<file path="src/hdl/pdc_fix_unused.sv">
// holds no logic; the block's modules live in the other design files
// assumes nothing of its surroundings
`default_nettype none
`default_nettype wire

</file>
<file path="src/hdl/pdc_pkg.sv">
// package for the output pll and clock distribution control block
// assumes a single core clock; the vcxo input is sampled as a level
package pdc_pkg;

  // register offsets
  localparam logic [9:0] REG_VCO_CTRL = 10'h0F3;
  localparam logic [9:0] REG_STATUS   = 10'h22D;
  localparam logic [9:0] REG_SYNC     = 10'h232;
  localparam logic [9:0] REG_UPDATE   = 10'h234;

  // field positions
  localparam int BIT_CAL_REQ  = 1;
  localparam int BIT_CAL_BUSY = 0;
  localparam int BIT_LOCKED   = 1;
  localparam int BIT_SYNC_DIV = 0;
  localparam int BIT_UPDATE   = 0;

  // reset values
  localparam logic [7:0] RST_VCO_CTRL = 8'h00;
  localparam logic [7:0] RST_SYNC     = 8'h00;

  // feedback divider and vco divider limits
  localparam logic [7:0] PRESCALE_P = 8'h04;
  localparam logic [5:0] B_MIN      = 6'h03;
  localparam logic [2:0] M_MIN      = 3'h3;
  localparam logic [2:0] M_MAX      = 3'h5;

  // distribution shape
  localparam int NUM_CH      = 14;
  localparam int CH_DIV_W    = 10;
  localparam int NUM_BYPASS  = 4;
  localparam int SRC_SEL_LO  = 4;
  localparam int SRC_SEL_HI  = 9;
  localparam int SPLIT_CH    = 10;

  // calibration length in vcxo rising edges
  localparam int CAL_VCXO_EDGES = 64;

  // static configuration from the host
  typedef struct packed {
    logic                              doubler_en;
    logic [5:0]                        b_cnt;
    logic [1:0]                        a_cnt;
    logic [2:0]                        vd1_div;
    logic [2:0]                        vd2_div;
    logic [NUM_CH-1:0]                 src_sel_vd2;
    logic [NUM_BYPASS-1:0]             vcxo_bypass;
    logic [NUM_CH-1:0][CH_DIV_W-1:0]   ch_div;
    logic [NUM_CH-1:0]                 ch_pd;
    logic [NUM_CH-1:0]                 ch_tristate;
  } pdc_cfg_t;

  // register write request
  typedef struct packed {
    logic       wr;
    logic [9:0] addr;
    logic [7:0] wdata;
  } pdc_reg_req_t;

endpackage

</file>
<file path="src/hdl/pdc_div.sv">
// generic counting divider: toggles its level every ratio input ticks
// assumes ticks and sync are synchronous one-cycle strobes
`timescale 1ns/100ps
`default_nettype none
module pdc_div
  import pdc_pkg::*;
#(
  parameter int RATIO_W = 11
)(
  // clock and reset
  input  wire logic               i_core_clk,
  input  wire logic               i_rst_n,
  // control
  input  wire logic               i_tick,
  input  wire logic               i_sync,
  input  wire logic [RATIO_W-1:0] i_ratio,
  // output
  output logic                    o_level,
  output logic                    o_edge
);

  logic [RATIO_W-1:0] cnt_reg;
  wire                hit;

  // ratio zero behaves as one so the counter can never run away
  assign hit = i_tick && (cnt_reg + 1'b1 >= i_ratio);

  // toggle per ratio ticks gives equal high and low, odd ratios too
  always_ff @(posedge i_core_clk or negedge i_rst_n)
  begin
    if (!i_rst_n)
    begin
      cnt_reg <= '0;
      o_level <= 1'b0;
      o_edge  <= 1'b0;
    end
    else if (i_sync)
    begin
      cnt_reg <= '0;
      o_level <= 1'b0;
      o_edge  <= 1'b0;
    end
    else
    begin
      cnt_reg <= hit ? '0 : (i_tick ? cnt_reg + 1'b1 : cnt_reg);
      o_level <= hit ? ~o_level : o_level;
      o_edge  <= hit;
    end
  end

endmodule
`default_nettype wire

</file>
<file path="src/hdl/pdc_vcocal.sv">
// vco calibration sequencer that advances only on vcxo rising edges
// assumes i_vcxo is synchronous to the core clock
`timescale 1ns/100ps
`default_nettype none
module pdc_vcocal
  import pdc_pkg::*;
#(
  parameter int CAL_EDGES = CAL_VCXO_EDGES
)(
  // clock and reset
  input  wire logic i_core_clk,
  input  wire logic i_rst_n,
  // control
  input  wire logic i_vcxo,
  input  wire logic i_start,
  // status
  output logic      o_busy,
  output logic      o_done
);

  logic [15:0] cnt_reg;
  logic        vcxo_reg;
  wire         vcxo_rise;
  wire         last;

  // with no vcxo edges the calibration simply stalls
  assign vcxo_rise = i_vcxo && !vcxo_reg;
  assign last      = vcxo_rise && (cnt_reg == 16'(CAL_EDGES - 1));

  // a start while busy is ignored
  always_ff @(posedge i_core_clk or negedge i_rst_n)
  begin
    if (!i_rst_n)
    begin
      cnt_reg  <= '0;
      vcxo_reg <= 1'b0;
      o_busy   <= 1'b0;
      o_done   <= 1'b0;
    end
    else
    begin
      vcxo_reg <= i_vcxo;
      o_done   <= o_busy && last;
      if (!o_busy && i_start)
      begin
        o_busy  <= 1'b1;
        cnt_reg <= '0;
      end
      else if (o_busy && vcxo_rise)
      begin
        o_busy  <= !last;
        cnt_reg <= cnt_reg + 16'h0001;
      end
    end
  end

endmodule
`default_nettype wire

</file>
<file path="src/hdl/pdc_top.sv">
// output pll digital control, vco calibration and clock distribution
// assumes one core clock, each cycle being one vco half period;
// vcxo, sync pin and lock are synchronous levels
//
// Functional notes
// - optional doubler makes a pfd tick on both vcxo edges
// - feedback divides by four times b plus a, prescaler fixed
// - b counter limited to 3..63, a counter to 0..3
// - each vco divider divides by 3, 4 or 5
// - vco dividers ignore distribution sync
// - calibration starts on rising calibration request bit only
// - status bit 0 reads one while calibration runs
// - stored configuration with request set calibrates after load
// - calibration stepped by vcxo edges; host supplies vcxo and setup
// - distribution held in sync until first calibration and lock
// - channels four to nine pick first or second vco divider
// - fourteen channels each with own divider and driver
// - vcxo can feed first four outputs directly
// - channel ratio from ten bit field, 1 to 1024
// - channel outputs have fifty percent duty at every ratio
// - per channel power down turns its driver off
// - all channels down puts distribution in deep sleep
// - tristate silences driver while divider keeps in sync
// - falling sync bit or sync pin syncs channel dividers
`timescale 1ns/100ps
`default_nettype none
module pdc_top
  import pdc_pkg::*;
#(
  parameter int CAL_EDGES = CAL_VCXO_EDGES
)(
  // clock and reset
  input  wire logic               i_core_clk,
  input  wire logic               i_rst_n,
  // register access
  input  wire pdc_reg_req_t       i_reg_req,
  input  wire logic [9:0]         i_reg_raddr,
  output logic [7:0]              o_reg_rdata,
  // stored configuration load
  input  wire logic               i_nv_load,
  input  wire logic [7:0]         i_nv_vco_ctrl,
  // static configuration
  input  wire pdc_cfg_t           i_cfg,
  // pins and analog status
  input  wire logic               i_vcxo_clk,
  input  wire logic               i_dist_sync_n,
  input  wire logic               i_pll_locked,
  // pll side strobes
  output logic                    o_pfd_ref_tick,
  output logic                    o_fb_tick,
  output logic                    o_vd1_clk,
  output logic                    o_vd2_clk,
  // distribution
  output logic [NUM_CH-1:0]       o_clk_out,
  output logic [NUM_CH-1:0]       o_out_en,
  output logic                    o_deep_sleep,
  output logic                    o_dist_hold,
  output logic                    o_cal_busy
);

  logic [7:0]        vco_ctrl_buf_reg;
  logic [7:0]        vco_ctrl_act_reg;
  logic [7:0]        sync_buf_reg;
  logic [7:0]        sync_act_reg;
  logic              cal_req_prev_reg;
  logic              sync_prev_reg;
  logic              vcxo_prev_reg;
  logic              hold_reg;
  logic              cal_seen_reg;
  logic [7:0]        rdata_next;
  wire [NUM_CH-1:0]  clk_next;
  wire               wr_vco;
  wire               wr_sync;
  wire               update;
  wire               cal_start;
  wire               cal_busy;
  wire               cal_done;
  wire               sw_sync;
  wire               dist_sync;
  wire               deep_sleep;
  wire               vcxo_rise;
  wire               vcxo_fall;
  wire               ref_tick;
  wire [5:0]         b_eff;
  wire [2:0]         vd1_eff;
  wire [2:0]         vd2_eff;
  wire [7:0]         n_div;
  wire [10:0]        fb_ratio;
  wire               vd1_lvl;
  wire               vd1_edge;
  wire               vd2_lvl;
  wire               vd2_edge;
  wire [NUM_CH-1:0]  ch_lvl;
  wire [NUM_CH-1:0]  drv_off;

  // register decode; writes land in the buffered set only
  assign wr_vco  = i_reg_req.wr && (i_reg_req.addr == REG_VCO_CTRL);
  assign wr_sync = i_reg_req.wr && (i_reg_req.addr == REG_SYNC);
  assign update  = i_reg_req.wr && (i_reg_req.addr == REG_UPDATE)
                   && i_reg_req.wdata[BIT_UPDATE];

  // buffered and active register sets
  always_ff @(posedge i_core_clk or negedge i_rst_n)
  begin
    if (!i_rst_n)
    begin
      vco_ctrl_buf_reg <= RST_VCO_CTRL;
      vco_ctrl_act_reg <= RST_VCO_CTRL;
      sync_buf_reg     <= RST_SYNC;
      sync_act_reg     <= RST_SYNC;
    end
    else if (i_nv_load)
    begin
      vco_ctrl_buf_reg <= i_nv_vco_ctrl;
      vco_ctrl_act_reg <= i_nv_vco_ctrl;
    end
    else
    begin
      vco_ctrl_buf_reg <= wr_vco ? i_reg_req.wdata : vco_ctrl_buf_reg;
      sync_buf_reg     <= wr_sync ? i_reg_req.wdata : sync_buf_reg;
      vco_ctrl_act_reg <= update ? vco_ctrl_buf_reg
                                 : vco_ctrl_act_reg;
      sync_act_reg     <= update ? sync_buf_reg : sync_act_reg;
    end
  end

  // edge detection on the active bits; hardware never clears them
  assign cal_start = vco_ctrl_act_reg[BIT_CAL_REQ]
                     && !cal_req_prev_reg;
  assign sw_sync   = !sync_act_reg[BIT_SYNC_DIV]
                     && sync_prev_reg;
  assign dist_sync = sw_sync || !i_dist_sync_n || hold_reg
                     || deep_sleep;

  always_ff @(posedge i_core_clk or negedge i_rst_n)
  begin
    if (!i_rst_n)
    begin
      cal_req_prev_reg <= 1'b0;
      sync_prev_reg    <= 1'b0;
      vcxo_prev_reg    <= 1'b0;
    end
    else
    begin
      cal_req_prev_reg <= vco_ctrl_act_reg[BIT_CAL_REQ];
      sync_prev_reg    <= sync_act_reg[BIT_SYNC_DIV];
      vcxo_prev_reg    <= i_vcxo_clk;
    end
  end

  // calibration sequencer stepped by the vcxo input
  pdc_vcocal #(
    .CAL_EDGES (CAL_EDGES)
  ) u_cal (
    .i_core_clk (i_core_clk),
    .i_rst_n    (i_rst_n),
    .i_vcxo     (i_vcxo_clk),
    .i_start    (cal_start),
    .o_busy     (cal_busy),
    .o_done     (cal_done)
  );

  // startup hold; later lock changes do not resync
  always_ff @(posedge i_core_clk or negedge i_rst_n)
  begin
    if (!i_rst_n)
    begin
      hold_reg     <= 1'b1;
      cal_seen_reg <= 1'b0;
    end
    else
    begin
      cal_seen_reg <= cal_seen_reg || cal_done;
      hold_reg     <= hold_reg
                      && !(cal_seen_reg && i_pll_locked);
    end
  end

  // doubler: both vcxo edges feed the pfd when enabled
  assign vcxo_rise = i_vcxo_clk && !vcxo_prev_reg;
  assign vcxo_fall = !i_vcxo_clk && vcxo_prev_reg;
  assign ref_tick  = vcxo_rise
                     || (i_cfg.doubler_en && vcxo_fall);

  // out of range settings are clamped rather than trusted
  assign b_eff  = (i_cfg.b_cnt < B_MIN) ? B_MIN : i_cfg.b_cnt;
  assign vd1_eff = (i_cfg.vd1_div < M_MIN) ? M_MIN :
                  (i_cfg.vd1_div > M_MAX) ? M_MAX : i_cfg.vd1_div;
  assign vd2_eff = (i_cfg.vd2_div < M_MIN) ? M_MIN :
                  (i_cfg.vd2_div > M_MAX) ? M_MAX : i_cfg.vd2_div;
  assign n_div  = 8'(PRESCALE_P * {2'h0, b_eff})
                  + {6'h00, i_cfg.a_cnt};
  assign fb_ratio = {2'h0, n_div, 1'b0}; // two half periods per vco period

  // feedback divider
  pdc_div #(
    .RATIO_W (11)
  ) u_fb (
    .i_core_clk (i_core_clk),
    .i_rst_n    (i_rst_n),
    .i_tick     (1'b1),
    .i_sync     (1'b0),
    .i_ratio    (fb_ratio),
    .o_level    (),
    .o_edge     (o_fb_tick)
  );

  // vco dividers never see the distribution sync
  pdc_div #(
    .RATIO_W (11)
  ) u_vd1 (
    .i_core_clk (i_core_clk),
    .i_rst_n    (i_rst_n),
    .i_tick     (1'b1),
    .i_sync     (1'b0),
    .i_ratio    ({8'h00, vd1_eff}),
    .o_level    (vd1_lvl),
    .o_edge     (vd1_edge)
  );

  pdc_div #(
    .RATIO_W (11)
  ) u_vd2 (
    .i_core_clk (i_core_clk),
    .i_rst_n    (i_rst_n),
    .i_tick     (1'b1),
    .i_sync     (1'b0),
    .i_ratio    ({8'h00, vd2_eff}),
    .o_level    (vd2_lvl),
    .o_edge     (vd2_edge)
  );

  assign deep_sleep = &i_cfg.ch_pd;

  // channel dividers count vco divider edges, so ratio d toggles
  // every d vco divider half periods and stays at fifty percent duty
  generate
    for (genvar k = 0; k < NUM_CH; k++)
    begin : g_ch
      wire       use_vd2;
      wire       src_edge;
      wire       src_lvl;
      wire [10:0] ratio;
      if (k >= SRC_SEL_LO && k <= SRC_SEL_HI)
      begin : g_sel
        assign use_vd2 = i_cfg.src_sel_vd2[k];
      end
      else
      begin : g_fix
        assign use_vd2 = (k >= SPLIT_CH);
      end
      assign src_edge = use_vd2 ? vd2_edge : vd1_edge;
      assign src_lvl  = use_vd2 ? vd2_lvl : vd1_lvl;
      assign ratio    = {1'b0, i_cfg.ch_div[k]} + 11'h001;
      pdc_div #(
        .RATIO_W (11)
      ) u_d (
        .i_core_clk (i_core_clk),
        .i_rst_n    (i_rst_n),
        .i_tick     (src_edge),
        .i_sync     (dist_sync),
        .i_ratio    (ratio),
        .o_level    (ch_lvl[k]),
        .o_edge     ()
      );
      // tristate only gates the driver; the divider runs on
      assign drv_off[k] = hold_reg || i_cfg.ch_pd[k]
                          || i_cfg.ch_tristate[k];
      if (k < NUM_BYPASS)
      begin : g_byp
        assign clk_next[k] = drv_off[k] ? 1'b0 :
                             i_cfg.vcxo_bypass[k] ? i_vcxo_clk
                                                  : ch_lvl[k];
      end
      else
      begin : g_div
        assign clk_next[k] = drv_off[k] ? 1'b0 : ch_lvl[k];
      end
    end
  endgenerate

  // readback mux; unmapped offsets read zero
  always_comb
  begin
    rdata_next = 8'h00;
    unique case (i_reg_raddr)
      REG_VCO_CTRL: rdata_next = vco_ctrl_buf_reg;
      REG_SYNC:     rdata_next = sync_buf_reg;
      REG_STATUS:
      begin
        rdata_next[BIT_CAL_BUSY] = cal_busy;
        rdata_next[BIT_LOCKED]   = i_pll_locked;
      end
      default:      rdata_next = 8'h00;
    endcase
  end

  // all outputs registered
  always_ff @(posedge i_core_clk or negedge i_rst_n)
  begin
    if (!i_rst_n)
    begin
      o_reg_rdata    <= 8'h00;
      o_pfd_ref_tick <= 1'b0;
      o_vd1_clk      <= 1'b0;
      o_vd2_clk      <= 1'b0;
      o_clk_out      <= '0;
      o_out_en       <= '0;
      o_deep_sleep   <= 1'b0;
      o_dist_hold    <= 1'b1;
      o_cal_busy     <= 1'b0;
    end
    else
    begin
      o_reg_rdata    <= rdata_next;
      o_pfd_ref_tick <= ref_tick;
      o_vd1_clk      <= vd1_lvl;
      o_vd2_clk      <= vd2_lvl;
      o_clk_out      <= clk_next;
      o_out_en       <= ~drv_off;
      o_deep_sleep   <= deep_sleep;
      o_dist_hold    <= hold_reg;
      o_cal_busy     <= cal_busy;
    end
  end
endmodule
`default_nettype wire

</file>
<file path="config.mk">
export PLATFORM = sky130hd
export DESIGN_NAME = pdc_top
export DESIGN_NICKNAME = d
export VERILOG_FILES = /design/src/hdl/pdc_fix_unused.sv /design/src/hdl/pdc_pkg.sv /design/src/hdl/pdc_div.sv /design/src/hdl/pdc_vcocal.sv /design/src/hdl/pdc_top.sv
export SDC_FILE = /design/constraint.sdc
export NUM_CORES = 1
export LEC_CHECK = 0
export ABC_AREA = 1
export BUFFER_PORTS_ARGS = -buffer_cell sky130_fd_sc_hd__buf_4
export CORE_UTILIZATION = 65
export CTS_BUF_LIST = sky130_fd_sc_hd__clkbuf_4 sky130_fd_sc_hd__clkbuf_8
export CTS_CLUSTER_DIAMETER = 40
export DETAILED_ROUTE_END_ITERATION = 7
export HOLD_SLACK_MARGIN = 0.08
export MAX_ROUTING_LAYER = met4
export PLACE_DENSITY = 0.95
export SLEW_MARGIN = 0
export SYNTH_ARGS = -nofsm -noshare
export SYNTH_HDL_FRONTEND = slang
export SYNTH_SLANG_ARGS = --single-unit
</file>
<file path="constraint.sdc">
create_clock -name i_core_clk -period 5.1 [get_ports i_core_clk]
set_input_delay 1.02 -clock i_core_clk [delete_from_list [all_inputs] [get_ports i_core_clk]]
set_output_delay 1.02 -clock i_core_clk [all_outputs]
set_load 0.02 [all_outputs]
</file>
==> Word-level counts from Yosys, hierarchy flattened <==
Cells that the tools add are included.
{ "word_totals": {"regBits": 290, "in_bits": 244, "output_inout_bits": 43, "elab_cells": 353} }
{ "op_classes": {"addsub": 33, "order_cmp": 22, "n_eq_ne": 7, "muxes": 112, "bitwise_logic": 18, "reduce_logical": 104} }
{ "ops": {"columns": ["operator", "n"], "rows": [
  ["$mux 11", 45],
  ["$add 11x1->11 const B", 17],
  ["$add 10x1->11 const B", 14],
  ["$ge 11x11->1", 14],
  ["$mux 1", 54],
  ["$reduce_bool 3->1", 14],
  ["$eq 10x10->1 const B", 4],
  ["$reduce_bool 2->1", 17],
  ["$logic_or 1x1->1", 33],
  ["$mux 16", 2],
  ["$logic_and 1x1->1", 29],
  ["$ge 11x3->1", 2],
  ["$eq 10x8->1 const B", 2],
  ["$not 1->1", 17],
  ["$add 16x1->16 const B", 1],
  ["$eq 16x6->1 const B", 1],
  ["$mux 8", 2],
  ["$not 14->14", 1],
  ["$reduce_and 14->1", 1],
  ["$mux 3", 4],
  ["$pmux 6 s2", 1],
  ["$ge 11x9->1", 1],
  ["$add 8x2->8", 1],
  ["$logic_not 1->1", 8],
  ["other kinds (7)", 11]
]} }

==> Longest topological paths before layout <==
{ "depth": {"depth_word": 6, "ltp_mapped": 18, "depth_no_buf": 17} }

==> By module <==
Synthesis repeated with hierarchy kept, for this count alone.
{ "unflattened": {"hier_cells": 3954, "area_unflattened_um2": 26077.5} }
{ "modules_own_cells": {"columns": ["mod", "instances", "cells_each", "area_per_inst_um2", "seq_area_each_um2"], "rows": [
  ["pdc_div (g_ch[0].u_d ...)", 16, 177, 1157.4, 325.3],
  ["pdc_top", 1, 801, 5297.6, 1629.1],
  ["pdc_div (u_vd1)", 1, 175, 1168.6, 325.3],
  ["pdc_vcocal", 1, 146, 1093.5, 475.5]
]} }

==> Least setup slack after synthesis <==
No wires, ideal clock.
{ "synth_timing": {"kind": "input port to flip-flop", "from": "input port i_cfg[98] (netlist bit)", "to": "register g_ch[7].u_d.cnt_reg[10]", "setup_ns": 0.065, "arrival_ns": 3.014, "t_required_ns": 5.035, "slack_ns": 2.021, "stages": 13, "n_path_buf": 1, "path_cell_list": "ha_1 nand2_1 nor2_1 nand2_1 or3b_2 ha_1 a21o_1 a211oi_1 nand2_1 nand2_1 buf_2 nand3_1 nand2_1"} }
{ "synth_via": {"elab_chain_cells": 5, "elab_cells_between_ends": 6, "classes_between": "add/sub: 1; order compare: 1; mux: 2; reduce/logical: 2"} }
{ "synth_rtl": {"columns": ["item", "line_no", "text"], "rows": [
  ["start: declaration", "pdc_top.sv:43", "input wire pdc_cfg_t i_cfg,"],
  ["$add 10x1->11 (*)", "pdc_top.sv:254", "assign ratio = {1'b0, i_cfg.ch_div[k]} + 11'h001;"],
  ["$ge 11x11->1 (*)", "pdc_div.sv:26", "assign hit = i_tick && (cnt_reg + 1'b1 >= i_ratio);"],
  ["$logic_and 1x1->1 (*)", "pdc_div.sv:26", null],
  ["$mux 11", "pdc_div.sv:45", "cnt_reg <= hit ? '0 : (i_tick ? cnt_reg + 1'b1 : cnt_reg);"],
  ["$mux 11", "pdc_div.sv:37", "else if (i_sync)"],
  ["end signal: assignment", "pdc_div.sv:45", null],
  ["end: declaration", "pdc_div.sv:22", "logic [RATIO_W-1:0] cnt_reg;"]
]} }
Mark *: on every way between the ends. The rest lies on a longest branch, timed or not.
A chain may end at the register's enable or synchronous reset.

==> Worst setup path in the final report <==
{ "layout_timing": {"from": "register g_ch[6].u_d.cnt_reg[0]", "to": "register g_ch[6].u_d.cnt_reg[2]"} }
{ "layout_via": {"elab_chain_cells": 5, "elab_cells_between_ends": 7, "classes_between": "add/sub: 1; order compare: 1; mux: 3; reduce/logical: 2"} }
{ "layout_rtl": {"columns": ["item", "line_no"], "rows": [
  ["start: declaration", "pdc_div.sv:22"],
  ["start signal: assignment", "pdc_div.sv:45"],
  ["$add 11x1->11 (*)", "pdc_div.sv:26, pdc_div.sv:45"],
  ["$ge 11x11->1", "pdc_div.sv:26"],
  ["$logic_and 1x1->1", "pdc_div.sv:26"],
  ["$mux 11", "pdc_div.sv:45"],
  ["$mux 11", "pdc_div.sv:37"]
]} }
Mark *: on every way between the ends. The rest lies on a longest branch, timed or not. The select of a mux whose other input is x is not followed.

==> run summary <==
status = finished clean
first-pass GRT wire length = 94.77 mm
total grt overflow = 0
Final nets = 3,752
layout cell share with drive strength beyond 1 = 0.1236
Site Rows = 66
Final Max Tran Viols = 0
top cells by area, synth = dfrtp_1 33%, nand2_1 15%, ha_1 12%, inv_1 7.7%, nand3_1 6.0%
Setup CP Type = reg2reg
worst reg2reg path depth = 14
cell with the most instances after synthesis = nand2_1
hpwl dp = 42.48 mm
unrepaired setup endpoints after global routing = false
library cells used by synthesis = 48
worst reg-to-reg setup slack = 1960 ps
Top Family by Delay on Critical Path = simple AND/OR/NAND/NOR gates
Peak VDD IR = 0.2040 mV
sw frac = 0.2529
sequential share of power = 0.424
ANT cells = 0
synthesis-stage register bit count = 289
total clock sinks = 289
P_sw = 1.407 mW
footprint of the multi-input gates = 12,440 µm²
endpoints failing hold = 0
Setup Slack @ Placement = 1588 ps
max FFs per register = 154
Post-Synth Adder-Cell Area = 0.1158
Clock Power Share = 0.469
Post-CTS Setup Bufs = 0
Synth top area share = 0.3324
core area = 32,620 µm²
Hold WC Path Type = in2async
final worst slack = 1957 ps
Seq. cell area = 7234 µm²
Area after DPL = 24,090 µm²
Synth Flop Type = dfrtp_1
yosys warns = 0
reg2reg start = g_ch[6].u_d.cnt_reg[0]
compound-cell area share of the yosys netlist = 0.05084
Initial Utilization = 0.6624
post-CTS resize count = 0
arrival time at the worst endpoint = 3680 ps
cts hold-fix bufs = 0
Layout Skew = 31.61 ps
# IOs = 287
slowest CP cell = dfrtp_1
Worst slew margin = 0.3215
FFs w/ async S/R, synth = 1.000
Vias per Instance = 5.617
gr usage total = 0.3517
combinational share of power = 0.107
Residual DRC = 0
Finished Cell Area = 25,350 µm²
mux share of post-synthesis cell area = 0
WL/cell = 15.09 µm
Leakage = 14.54 nW
GPL Wtd Cong = 0.8986
final setup vio count = 0
MaxCap Viol Count = 0
Crit. End Element = flop
Post-DRT Antenna Nets = 0
Die Area = 33,970 µm²
Commonest cells post-synth = 886 x nand2_1, 443 x inv_1, 287 x dfrtp_1
Tmin final = 3143 ps
WL final = 57.20 mm
DRT iter0 DRCs = 1,806
H-Tree Depth = 2
largest net degree at the start of global routing = 103
Pre-antenna DRT Iters = 5
Max Buffers Root-to-Sink = 3
initial antenna violation count = 0
cell repeated most along the worst path = nand2_1
post-layout util = 0.7771
largest stage delay on the critical path = 550 ps
Root Buffer = clkbuf_8
WP buf/inv = 1
Worst-Skew Late Latency = 620 ps
overall die height = 184.3 µm
Mapped Area = 21,610 µm²
Area growth syn-to-layout = 17.32%
Seq/Total Area, Yosys = 0.3348
filler instances = 2,108
Worst-path clk slew = 60 ps
Post-Synth XOR/XNOR Area = 0.08756
average size of a mapped cell = 7.181 µm²
IO buf count = 278
Period Utilization, post-route = 0.6163
PwrDens = 219.5 nW/µm²
EDFF count, synth = 0
vias = 21.29k
Fmax = 318.2 MHz
critical path launch point type = flop
critical path cell sequence = ha_1, nand2_1, nor2_1, nand2_1, xor2_1, inv_1, ha_1, a21oi_1, nand2_1, nand2_1, nand4_1, nand2_1, nand3_1, nand2_1
number of CTS-inserted buffers = 54
Die W = 184.3 µm
main combinational cell family by area after synthesis = simple AND/OR/NAND/NOR gates
P_int = 4.157 mW
Worst EP required = 5640 ps
Cells after Synth = 3,009
Worst-Margin Slew = 1010 ps
simple logic cell fraction of the synthesized area = 0.3185
CP Max Fanout = 12
Yosys top cell by area = dfrtp_1
Setup TNS = 0 ps
TritonCTS clock tree = built
reg-to-reg endpoint = g_ch[6].u_d.cnt_reg[2]
vias in the first global route = 21.42k
cell families (layout without fill, tap and decap cells):
| group | after synthesis | in the layout |
|---|---|---|
| xor gates and xnor gates | 216 | 216 |
| other | 1 | 18 |
| and+or+nand+nor | 1609 | 1609 |
| adders and majority gates | 200 | 200 |
| buffers and inverters | 510 | 833 |
| AOI/OAI and AO/OA | 184 | 184 |
| DFF | 289 | 289 |
how the worst max path moves through the flow:
stage	start	endpoint	slack, ps	cells past startpoint
final	g_ch[6].u_d.cnt_reg[0]	g_ch[6].u_d.cnt_reg[2]	1960	14
after global routing	g_ch[6].u_d.cnt_reg[0]	g_ch[6].u_d.cnt_reg[5]	1750	16
after CTS	g_ch[6].u_d.cnt_reg[0]	g_ch[6].u_d.cnt_reg[2]	2060	14
after detailed placement	i_cfg[99]	g_ch[7].u_d.cnt_reg[2]	1590	13
after global placement	i_cfg[118]	g_ch[9].u_d.cnt_reg[3]	1730	16
after floorplan	i_cfg[98]	g_ch[7].u_d.cnt_reg[10]	2020	13
placed cells by master (no fill, tap or decap), types with 22 or more instances in the layout:
cell type	instances
dfrtp_1	287
nand3_1	258
ha_1	200
buf_4	284
nor3_1	50
nor4_1	22
a21oi_1	66
o21ai_0	53
inv_1	443
nor2_1	261
nand4_1	77
xor2_1	139
nand2_1	886
nand3b_1	27
clkbuf_8	65
xnor2_1	77
power by group through the flow:
stage | combinational (mW) | sequential [mW] | clock (mW)
after global routing | 0.666 | 2.36 | 2.74
final | 0.593 | 2.36 | 2.61
after global placement | 0.548 | 2.40 | 0
after floorplan | 0.272 | 2.39 | 0
after detailed placement | 0.585 | 2.40 | 0
after CTS | 0.592 | 2.36 | 2.64
cell type report:
class | instances | share of cell area
inverter | 450 | 0.06663
timing repair buffer | 286 | 0.08549
multi-input combinational | 2227 | 0.4909
tap | 442 | 0.02182
clock inverter | 19 | 0.01061
clock buffer | 78 | 0.03914
sequential | 289 | 0.2854
metal layers:
metal  track usage  wire (µm)  vias up
met5             -          0        -
met4        0.2100       3088        0
met3       0.06580       3987      268
met2        0.5955      28570      950
met1        0.3847      21560     9886
li1              -          -    10190
per-stage QoR:
stage | hold slack [ps] | std cells | total power [mW]
floorplan | 366.2 | 3026 | 2.667
global route | 419.1 | 3791 | 5.772
global placement | 386.2 | 3694 | 2.944
detailed placement | 400.6 | 3694 | 2.984
CTS | 407.0 | 3791 | 5.586
finish | 398.6 | 3791 | 5.564
(Power assumes the default switching activity.)
